$ cat config.mk
export PLATFORM = sky130hd
export DESIGN_NAME = dac_serial_load
export DESIGN_NICKNAME = d
export VERILOG_FILES = /design/src/rtl/dac_serial_pkg.sv /design/src/rtl/dac_serial_load.sv
export SDC_FILE = /design/constraint.sdc
export NUM_CORES = 1
export LEC_CHECK = 0
export ABC_AREA = 1
export BUFFER_PORTS_ARGS = -buffer_cell sky130_fd_sc_hd__buf_4
export CORE_ASPECT_RATIO = 0.9
export CORE_MARGIN = 2
export CORE_UTILIZATION = 40
export CTS_CLUSTER_SIZE = 16
export DETAILED_ROUTE_END_ITERATION = 16
export HOLD_SLACK_MARGIN = 0.05
export REMOVE_ABC_BUFFERS = 1
export SLEW_MARGIN = 30
export SYNTH_ARGS = -nofsm -noshare
export SYNTH_HDL_FRONTEND = slang
export SYNTH_SLANG_ARGS = --single-unit
$ cat constraint.sdc
create_clock -name MCLK -period 2.3 [get_ports MCLK]
set_input_delay 0.23 -clock MCLK [delete_from_list [all_inputs] [get_ports MCLK]]
set_output_delay 0.23 -clock MCLK [all_outputs]
set_load 0.05 [all_outputs]
$ cat src/rtl/dac_serial_pkg.sv
// Package with constants for the eight-channel DAC serial load logic.
`default_nettype none
package dac_serial_pkg;
   localparam int WORD_BITS = 16;
   localparam int ADDR_MSB = 15;
   localparam int ADDR_LSB = 12;
   localparam int CODE_BITS = 12;
   localparam int CHANNELS = 8;
   localparam logic [4:0] LAST_BIT_COUNT = 5'h10;
   localparam logic [3:0] ADDR_FIRST_CTRL = 4'h8;
   localparam logic [3:0] ADDR_PRESET = 4'hA;
   localparam int CHAIN_ENABLE_BIT = 3;
   localparam logic [11:0] CODE_RESET = 12'h000;
   localparam logic [11:0] MASK_10BIT = 12'hFFC;
   localparam logic [11:0] MASK_8BIT = 12'hFF0;
   typedef enum logic [1:0] {
      LINK_IDLE = 2'b00,
      LINK_SHIFT = 2'b01,
      LINK_DONE = 2'b11
   } link_state_t;
endpackage : dac_serial_pkg
`default_nettype wire

$ cat src/rtl/dac_serial_load.sv
// Serial load logic of an eight-channel DAC: shifter, holding registers, latches, chain output.
// Notes on behaviour
// - Frame sync falling starts MSB-first shifting on each serial clock falling edge.
// - After sixteen bits the word goes to the holding register it addresses.
// - Holding values move into the DAC latches only while load is low.
// - Load is asynchronous; holding it low makes every write take effect directly.
// - Chain output repeats sampled input bits sixteen serial clocks later.
// - Reset clears every latch and register, preset register included, but sets the frame sync and load synchronisers high.
// - After reset outputs are forced to zero only when load is low.
// - Cleared registers stay zero until a valid write changes them.
// - Microcontroller mode samples the last bit on the sixteenth falling edge.
// - Codes span full 12 bits, 10 or 8 bit modes ignore unused low bits.
// - The latched code goes to the converter unmodified.
// - Word carries address in bits 15..12 and code in bits 11..0.
// - Addresses select channels, control, preset, or a pair with complemented second.
// - Microcontroller mode discards the word when frame sync rises before bit sixteen.
// - Chain output works only with its control enable bit set; off after reset.
`default_nettype none
module dac_serial_load #(
   parameter int RESOLUTION = 12
) (
   input wire logic MCLK,
   input wire logic RSTN,
   input wire logic SERIAL_CLK,
   input wire logic SERIAL_DATA,
   input wire logic FRAME_SYNC_N,
   input wire logic LOAD_OUTPUTS_N,
   input wire logic MCU_MODE,
   output logic CHAIN_OUT,
   output logic [95:0] DAC_CODES,
   output logic [11:0] PRESET_CODE,
   output logic [11:0] CONTROL_WORD,
   output logic OUTPUTS_FORCED_ZERO
);
   localparam logic [11:0] CODE_MASK = (RESOLUTION == 10) ? dac_serial_pkg::MASK_10BIT :
      (RESOLUTION == 8) ? dac_serial_pkg::MASK_8BIT : 12'hFFF;

   typedef struct packed {
      logic [2:0] clk_sync;
      logic [2:0] fs_sync;
      logic [1:0] load_sync;
      logic [1:0] data_sync;
      logic [1:0] mode_sync;
      logic [2:0] boot;
      logic mode;
      dac_serial_pkg::link_state_t state;
      logic [4:0] count;
      logic [15:0] shift;
      logic [15:0] chain;
      logic chain_out;
      logic [11:0] ctrl;
      logic [11:0] preset;
      logic [7:0][11:0] hold;
      logic [7:0][11:0] latch;
      logic forced_zero;
   } state_t;

   state_t st_reg;
   state_t st_next;
   logic clk_fall;
   logic fs_low;
   logic fs_rise;
   logic word_ok;
   logic [3:0] addr;
   logic [11:0] code;
   logic [2:0] ch;
   logic [2:0] odd_ch;
   logic boot_settle;

   assign clk_fall = st_reg.clk_sync[2] & ~st_reg.clk_sync[1];
   assign fs_low = ~st_reg.fs_sync[1];
   assign fs_rise = ~st_reg.fs_sync[2] & st_reg.fs_sync[1];
   assign addr = st_reg.shift[dac_serial_pkg::ADDR_MSB:dac_serial_pkg::ADDR_LSB];
   assign code = st_reg.shift[dac_serial_pkg::CODE_BITS-1:0] & CODE_MASK;
   assign ch = addr[2:0];
   assign odd_ch = {addr[1:0], 1'b1};
   assign boot_settle = st_reg.boot[1] & ~st_reg.boot[2];

   // In microcontroller mode the word is only committed on frame-sync rise; in DSP mode
   // it commits on the sixteenth bit.
   always_comb begin
      st_next = st_reg;
      word_ok = 1'b0;
      st_next.clk_sync = {st_reg.clk_sync[1:0], SERIAL_CLK};
      st_next.fs_sync = {st_reg.fs_sync[1:0], FRAME_SYNC_N};
      st_next.load_sync = {st_reg.load_sync[0], LOAD_OUTPUTS_N};
      // Data and mode pass two flip-flops, as the clock does up to the stage where its fall is seen, so they stay aligned to it.
      st_next.data_sync = {st_reg.data_sync[0], SERIAL_DATA};
      st_next.mode_sync = {st_reg.mode_sync[0], MCU_MODE};
      st_next.boot = {st_reg.boot[1:0], 1'b1};
      if (clk_fall) begin
         st_next.chain = {st_reg.chain[14:0], st_reg.data_sync[1]};
         st_next.chain_out = st_reg.chain[15] & st_reg.ctrl[dac_serial_pkg::CHAIN_ENABLE_BIT];
      end
      case (st_reg.state)
         dac_serial_pkg::LINK_IDLE: begin
            st_next.count = 5'h00;
            st_next.mode = st_reg.mode_sync[1];
            if (fs_low) begin
               st_next.state = dac_serial_pkg::LINK_SHIFT;
            end
         end
         dac_serial_pkg::LINK_SHIFT: begin
            if (st_reg.mode && fs_rise) begin
               st_next.state = dac_serial_pkg::LINK_IDLE;
            end else if (clk_fall) begin
               st_next.shift = {st_reg.shift[14:0], st_reg.data_sync[1]};
               st_next.count = st_reg.count + 5'h01;
               if (st_reg.count == dac_serial_pkg::LAST_BIT_COUNT - 5'h01) begin
                  st_next.state = dac_serial_pkg::LINK_DONE;
               end
            end
         end
         dac_serial_pkg::LINK_DONE: begin
            if (!st_reg.mode || fs_rise || !fs_low) begin
               word_ok = 1'b1;
               st_next.state = st_reg.mode || !fs_low ? dac_serial_pkg::LINK_IDLE :
                  dac_serial_pkg::LINK_DONE;
               if (!st_reg.mode && fs_low) begin
                  st_next.state = dac_serial_pkg::LINK_DONE;
               end
            end
         end
         default: begin
            st_next.state = dac_serial_pkg::LINK_IDLE;
         end
      endcase
      // A DSP word commits once; it then waits for frame sync high before re-arming.
      if (st_reg.state == dac_serial_pkg::LINK_DONE && !st_reg.mode && st_reg.count == 5'h1F) begin
         word_ok = 1'b0;
      end
      if (word_ok) begin
         st_next.count = 5'h1F;
         if (!addr[3]) begin
            st_next.hold[ch] = code;
         end else if (addr == dac_serial_pkg::ADDR_FIRST_CTRL) begin
            st_next.ctrl = st_reg.shift[11:0];
         end else if (addr == dac_serial_pkg::ADDR_PRESET) begin
            st_next.preset = code;
         end else if (addr[2]) begin
            st_next.hold[{addr[1:0], 1'b0}] = code;
            st_next.hold[{addr[1:0], 1'b1}] = ~code & CODE_MASK;
         end
      end
      if (!st_reg.load_sync[1]) begin
         st_next.latch = st_next.hold;
      end
      // The load level is only trusted once its synchroniser has refilled after reset.
      if (boot_settle) begin
         st_next.forced_zero = ~st_reg.load_sync[1];
      end else if (st_next.latch != st_reg.latch) begin
         st_next.forced_zero = 1'b0;
      end
      // Disabling the chain output acts at once, not only at the next serial clock fall.
      if (!st_next.ctrl[dac_serial_pkg::CHAIN_ENABLE_BIT]) begin
         st_next.chain_out = 1'b0;
      end
   end

   always_ff @(posedge MCLK or negedge RSTN) begin
      if (!RSTN) begin
         st_reg <= '0;
         st_reg.fs_sync <= 3'h7;
         st_reg.load_sync <= 2'h3;
      end else begin
         st_reg <= st_next;
      end
   end

   assign OUTPUTS_FORCED_ZERO = st_reg.forced_zero;
   assign CHAIN_OUT = st_reg.chain_out;
   assign PRESET_CODE = st_reg.preset;
   assign CONTROL_WORD = st_reg.ctrl;

   // Channel A sits in the lowest twelve bits of the flat code bus.
   for (genvar g = 0; g < dac_serial_pkg::CHANNELS; g++) begin : g_code
      assign DAC_CODES[g * dac_serial_pkg::CODE_BITS +: dac_serial_pkg::CODE_BITS] =
         st_reg.latch[g];
   end
endmodule : dac_serial_load
`default_nettype wire

==> Word-level counts from Yosys, hierarchy flattened <==
Cells that the tools add are included.
{ "word_totals": {"output_inout_bits": 122, "in_bits": 7, "register_bits": 273, "wordCells": 120} }
{ "classes": {"add_sub_neg": 1, "mux": 36, "bitwise": 12, "n_reduce_logical": 19, "order_cmp": 6, "n_eq_ne": 14} }
{ "ops": {"columns": ["op", "count"], "rows": [
  ["two-way mux 96 bit", 4],
  ["bitwise mux 96 bit", 3],
  ["two-way mux 112 bit", 1],
  ["two-way mux 108 bit", 1],
  ["inequality test 96 bit", 1],
  ["demux 12 bit (select 2 bit)", 2],
  ["two-way mux 12 bit", 4],
  ["demux 12 bit (select 3 bit)", 1],
  ["two-way mux 23 bit", 1],
  ["two-way mux 21 bit", 1],
  ["two-way mux 16 bit", 1],
  ["less-than comparator 3 x 4 -> 1 bit (second input constant)", 3],
  ["two-way mux 2 bit", 6],
  ["inequality test 3 bit (second input constant)", 4],
  ["inverter 12 bit", 1],
  ["one-hot mux 5 bit (2 select lines)", 1],
  [">= comparator 3 x 1 -> 1 bit (second input constant)", 3],
  ["AND reduction 3 bit", 3],
  ["== test 4 bit (second input constant)", 2],
  ["AND reduction 4 bit", 2],
  ["logical AND 1 bit", 7],
  ["two-way mux 1 bit", 7],
  ["inverter 1 bit", 7],
  ["one-hot mux 2 bit (3 select lines)", 1],
  ["other kinds (15)", 21]
]} }

==> Depth between registers and ports, before layout <==
{ "logic_depth": {"word_depth": 15, "ltp_mapped": 21} }

==> Worst setup path before layout <==
OpenSTA, ideal clock, no wires.
{ "synth_timing": {"path_type": "flip-flop to flip-flop", "from": "reg st_reg[250] (netlist name)", "to": "reg st_reg (netlist bit OUTPUTS_FORCED_ZERO)", "t_required_ns": 2.234, "stages_incl_launch_ff": 20, "path_slack_ns": 0.038, "synth_period_minus_slack_ns": 2.262, "arrival_time_ns": 2.195, "setup_ns": 0.066, "path_cell_list": "dfrtp_1 ha_1 nand2_1 nor2_1 ha_1 nand2_1 nand2_1 nor2_4 buf_6 buf_2 nand3_1 nand4_1 nand2_1 nor2_1 nand2_1 nor2_1 nand3_1 nor2_1 nand3_1 nand2_1"} }
{ "synth_between": {"elab_chain_len": 7} }
{ "synth_lines": {"columns": ["item", "line_no", "source"], "rows": [
  ["from (decl)", "dac_serial_load.sv:58", "state_t st_reg;"],
  ["from (signal assigned)", "dac_serial_load.sv:166", "st_reg <= st_next;"],
  ["== test 5 bit", "dac_serial_load.sv:129", "if (st_reg.state == dac_serial_pkg::LINK_DONE && !st_reg.mode && st_reg.count == 5'h1F) begin"],
  ["logical AND 1 bit", "dac_serial_load.sv:129", null],
  ["two-way mux 1 bit", "dac_serial_load.sv:129", null],
  ["two-way mux 112 bit", "dac_serial_load.sv:132", "if (word_ok) begin"],
  ["two-way mux 96 bit", "dac_serial_load.sv:145", "if (!st_reg.load_sync[1]) begin"],
  ["inequality test 96 bit", "dac_serial_load.sv:151", "end else if (st_next.latch != st_reg.latch) begin"],
  ["nonzero test 2 bit (no line)", null, null]
]} }
Every way passes these cells.
A chain may end at the register's enable or synchronous reset.

==> Worst setup path in the final report <==
Ends and elaborated chain as after synthesis.

==> metrics <==
status=finished, violations left; failing checks=setup timing; register area share after synthesis=42.88%; Crit Path Category=flip-flop to flip-flop; Worst path top cell family by delay=simple AND/OR/NAND/NOR gates; Core Area=0.03937 mm^2; CP Depth=21; nets=2440; H-tree depth=1; ANT cells=0; vias in the first global route=14.42k; Yosys reg bits=273; EDFF count, synth=0; Metal-1 WL=roughly 24 mm; met3 routed WL=3.682 mm; Hold Path Class=primary input to asynchronous set/reset pin; Area growth, synth to finish=25.81%; VDD IR max=0.0005611 V; crit path time final=~2.8 ns; Pwr Density=792.4 mW/mm^2; Sequential Power Share=34.7%; Clk pwr share=between 30 and 40%; final max-slew violation count=0; Die Span X=214.5 um; commonest non-fill, non-tap cell in the layout=nand2_1; Worst-Skew Late Latency=0.59 ns; max reg flops=126; Post-Synthesis Cells=2214; max-cap violation count=0; Synth area leader=dfrtp_1; largest cells by area after synthesis=dfrtp_1 (42%), nand2_1 (17%), nand3_1 (10%); first-pass GRT wire length=80.78 mm; WP data required=about 2.8 ns; crit path launch=st_reg[250]; Vias/cell=5.126; placer congestion estimate=0.9444; wire length on met2=roughly 22 mm; Mapped Avg Cell Area=7.203 um^2; slowest CP cell=dfrtp_1; Yosys top cell area share=42.06%; port buffer count=128; worst path bufs/invs=4; Root Buffer Master=clkbuf_16; CP endpoint=OUTPUTS_FORCED_ZERO; most frequent cells in the layout=nand2_1 (710), buf_4 (363), nand3_1 (311), dfrtp_1 (266), inv_1 (194); P_int=10.05 mW; DRT antenna net count=0; setup repair after global routing missed its margin=yes; initial antenna violation count=0; Num Clock Sinks=273; Final Hold Fails=0; first-pass iteration count of the detailed router=6; total CTS buffers=31; Worst-Margin Slew=0.5619 ns; gr usage total=24.27%; worst setup margin=-0.4542 ns; async set-reset flop share out of synthesis=100.0%; Iteration-0 DRC Markers=1510; worst rel slew slack=62.50%; Residual DRC=0; Hold Worst Slack=0.1655 ns; # setup viols final=13; vias=15.31k; Placed Instances=2895; highest attainable clock frequency=about 360 MHz; Initial Utilization=40.51%; Lkg Pwr=10.50 nW; Fin Clk Skew=approximately 0.011 ns; Max FO, Critical Path=7; Critical Path Sink Type=flip-flop; pin count of the biggest net entering global routing=70; layout cells sized above 1=23.63%; CTS tree=built; final wirelength=50.92 mm; predominant post-synthesis flop cell=dfrtp_1; Psw=approximately 5.8 mW; r2r worst-path depth=21; internal reg-to-reg setup slack=-0.45 ns; Startpoint Class=flip-flop; Netlist cell types=39; CP cell instances=ha_2, nand2_2, nor2_4, ha_2, nand2_2, nand2_2, nor2_4, buf_12, buf_8, buf_8, nand3_2, nand4_1, nand2_1, nor2_1, nand2_1, nor2_2, nand3_1, nor2_1, buf_4, nand3_2, nand2_1; Combinational Power Share=34.2%; Rows=just under 70; CTS clk-pin slew, worst paths=roughly 0.060 ns; GRT overflow=0; WL/cell=17.05 um; worst reg2reg startpoint=st_reg[250]; Syn Std Cell Area=~0.016 mm^2; top sig layer=met4; pre-CTS WS=-0.7596 ns; Max stage delay on crit path=around 0.39 ns; crit share post-route=119.7%; arrival time worst endpoint=3.28 ns; Final Non-Filler Cells=2987; Yosys warnings=0; Net Sw Frac=36.77%; # IOs=129; chip height=193.4 um; Die ar.=just over 0.04 mm^2; clock buffer depth=3; Crit Reg-Reg Endpoint=OUTPUTS_FORCED_ZERO; post-detail-place hpwl=36.48 mm
-- repair_timing --
| item | in CTS | in global routing |
|---|---|---|
| hold buffers | 6 | 0 |
| setup endpoints to repair | 22 | 24 |
| gates cloned | 2 | 1 |
| endpoints found under the hold margin | 245 | 0 |
| pin swaps | 21 | 34 |
| gates resized for setup | 42 | 57 |
| buffers inserted | 11 | 14 |
-- worst reg2reg max path, stage by stage, from the launching register on --
cell and delay (ns):
dfrtp_1 0.39, ha_2 0.20, nand2_2 0.08, nor2_4 0.04, ha_2 0.18, nand2_2 0.08, nand2_2 0.06, nor2_4 0.17
buf_12 0.18, buf_8 0.12, buf_8 0.12, nand3_2 0.10, nand4_1 0.08, nand2_1 0.05, nor2_1 0.10, nand2_1 0.08
nor2_2 0.16, nand3_1 0.09, nor2_1 0.12, buf_4 0.17, nand3_2 0.07, nand2_1 0.05
-- how the worst min path moves through the flow --
stage	startpoint	end	slack, ns
after floorplan	RSTN	CHAIN_OUT	-0.07
final	RSTN	DAC_CODES[33]	0.17
after CTS	RSTN	st_reg[138]	0.15
after global routing	RSTN	DAC_CODES[35]	0.18
after detailed placement	RSTN	st_reg[138]	0.19
after global placement	RSTN	DAC_CODES[41]	0.19
-- through the flow --
| step | setup TNS [ns] | cell area, um^2 | total power, mW | util, % |
|---|---|---|---|---|
| after floorplan | -236.19 | 14420 | 8.067 | - |
| after global placement | -0.9921 | 18380 | 10.66 | 46.69 |
| after detailed placement | -1.145 | 18380 | 10.72 | 46.69 |
| after CTS | -0.4190 | 19720 | 15.88 | 50.09 |
| after global routing | -2.452 | 20060 | 16.69 | 50.96 |
| final | -0.9069 | 20060 | 15.90 | 50.96 |
-- power groups by stage --
| stage | registers [mW] | clock network, mW | logic, mW |
|---|---|---|---|
| 2_1_floorplan | 6.04 | 0 | 2.03 |
| 3_3_place_gp | 5.58 | 0 | 5.08 |
| 3_5_place_dp | 5.59 | 0 | 5.13 |
| 4_1_cts | 5.51 | 5.07 | 5.30 |
| 5_1_grt | 5.57 | 5.26 | 5.86 |
| 6_report | 5.51 | 4.95 | 5.43 |
-- routing by layer --
layer,track usage (%),up-vias
met5,0,-
li1,-,7457
met1,35.72,7247
met4,7.382,0
met2,36.62,519
met3,3.884,88
-- cell type report --
| class | count | area, um^2 |
|---|---|---|
| multi-input cells | 1489 | 7024 |
| flip-flops and latches | 273 | 6840 |
| well taps | 532 | 665.6 |
| repair buffers | 419 | 3700 |
| inverters | 216 | 820.8 |
| clock buffers | 49 | 913.4 |
| clock inverters | 9 | 97.59 |
| fillers | 3863 | 19310 |
-- synth_stat cells (11+ instances only) --
| library cell | instances |
|---|---|
| a21oi_1 | 22 |
| buf_1 | 16 |
| buf_2 | 35 |
| buf_4 | 131 |
| buf_6 | 12 |
| clkbuf_1 | 41 |
| dfrtp_1 | 268 |
| inv_1 | 194 |
| inv_2 | 11 |
| nand2_1 | 734 |
| nand2_2 | 19 |
| nand3_1 | 325 |
| nand4_1 | 92 |
| nor2_1 | 106 |
| o21ai_0 | 129 |
-- cell families (layout without fill, tap and decap cells) --
kind of cell	after synthesis	after routing	share of synthesized area (%)
and+or+nand+nor	1300	1300	35.94
buffers and inverters	452	693	14.68
DFF	273	273	42.88
AOI/OAI and AO/OA	183	183	6.136
adders and majority gates	3	3	0.2354
xor gates and xnor gates	2	2	0.1099
other	1	1	0.02352
(Power assumes the default switching activity.)
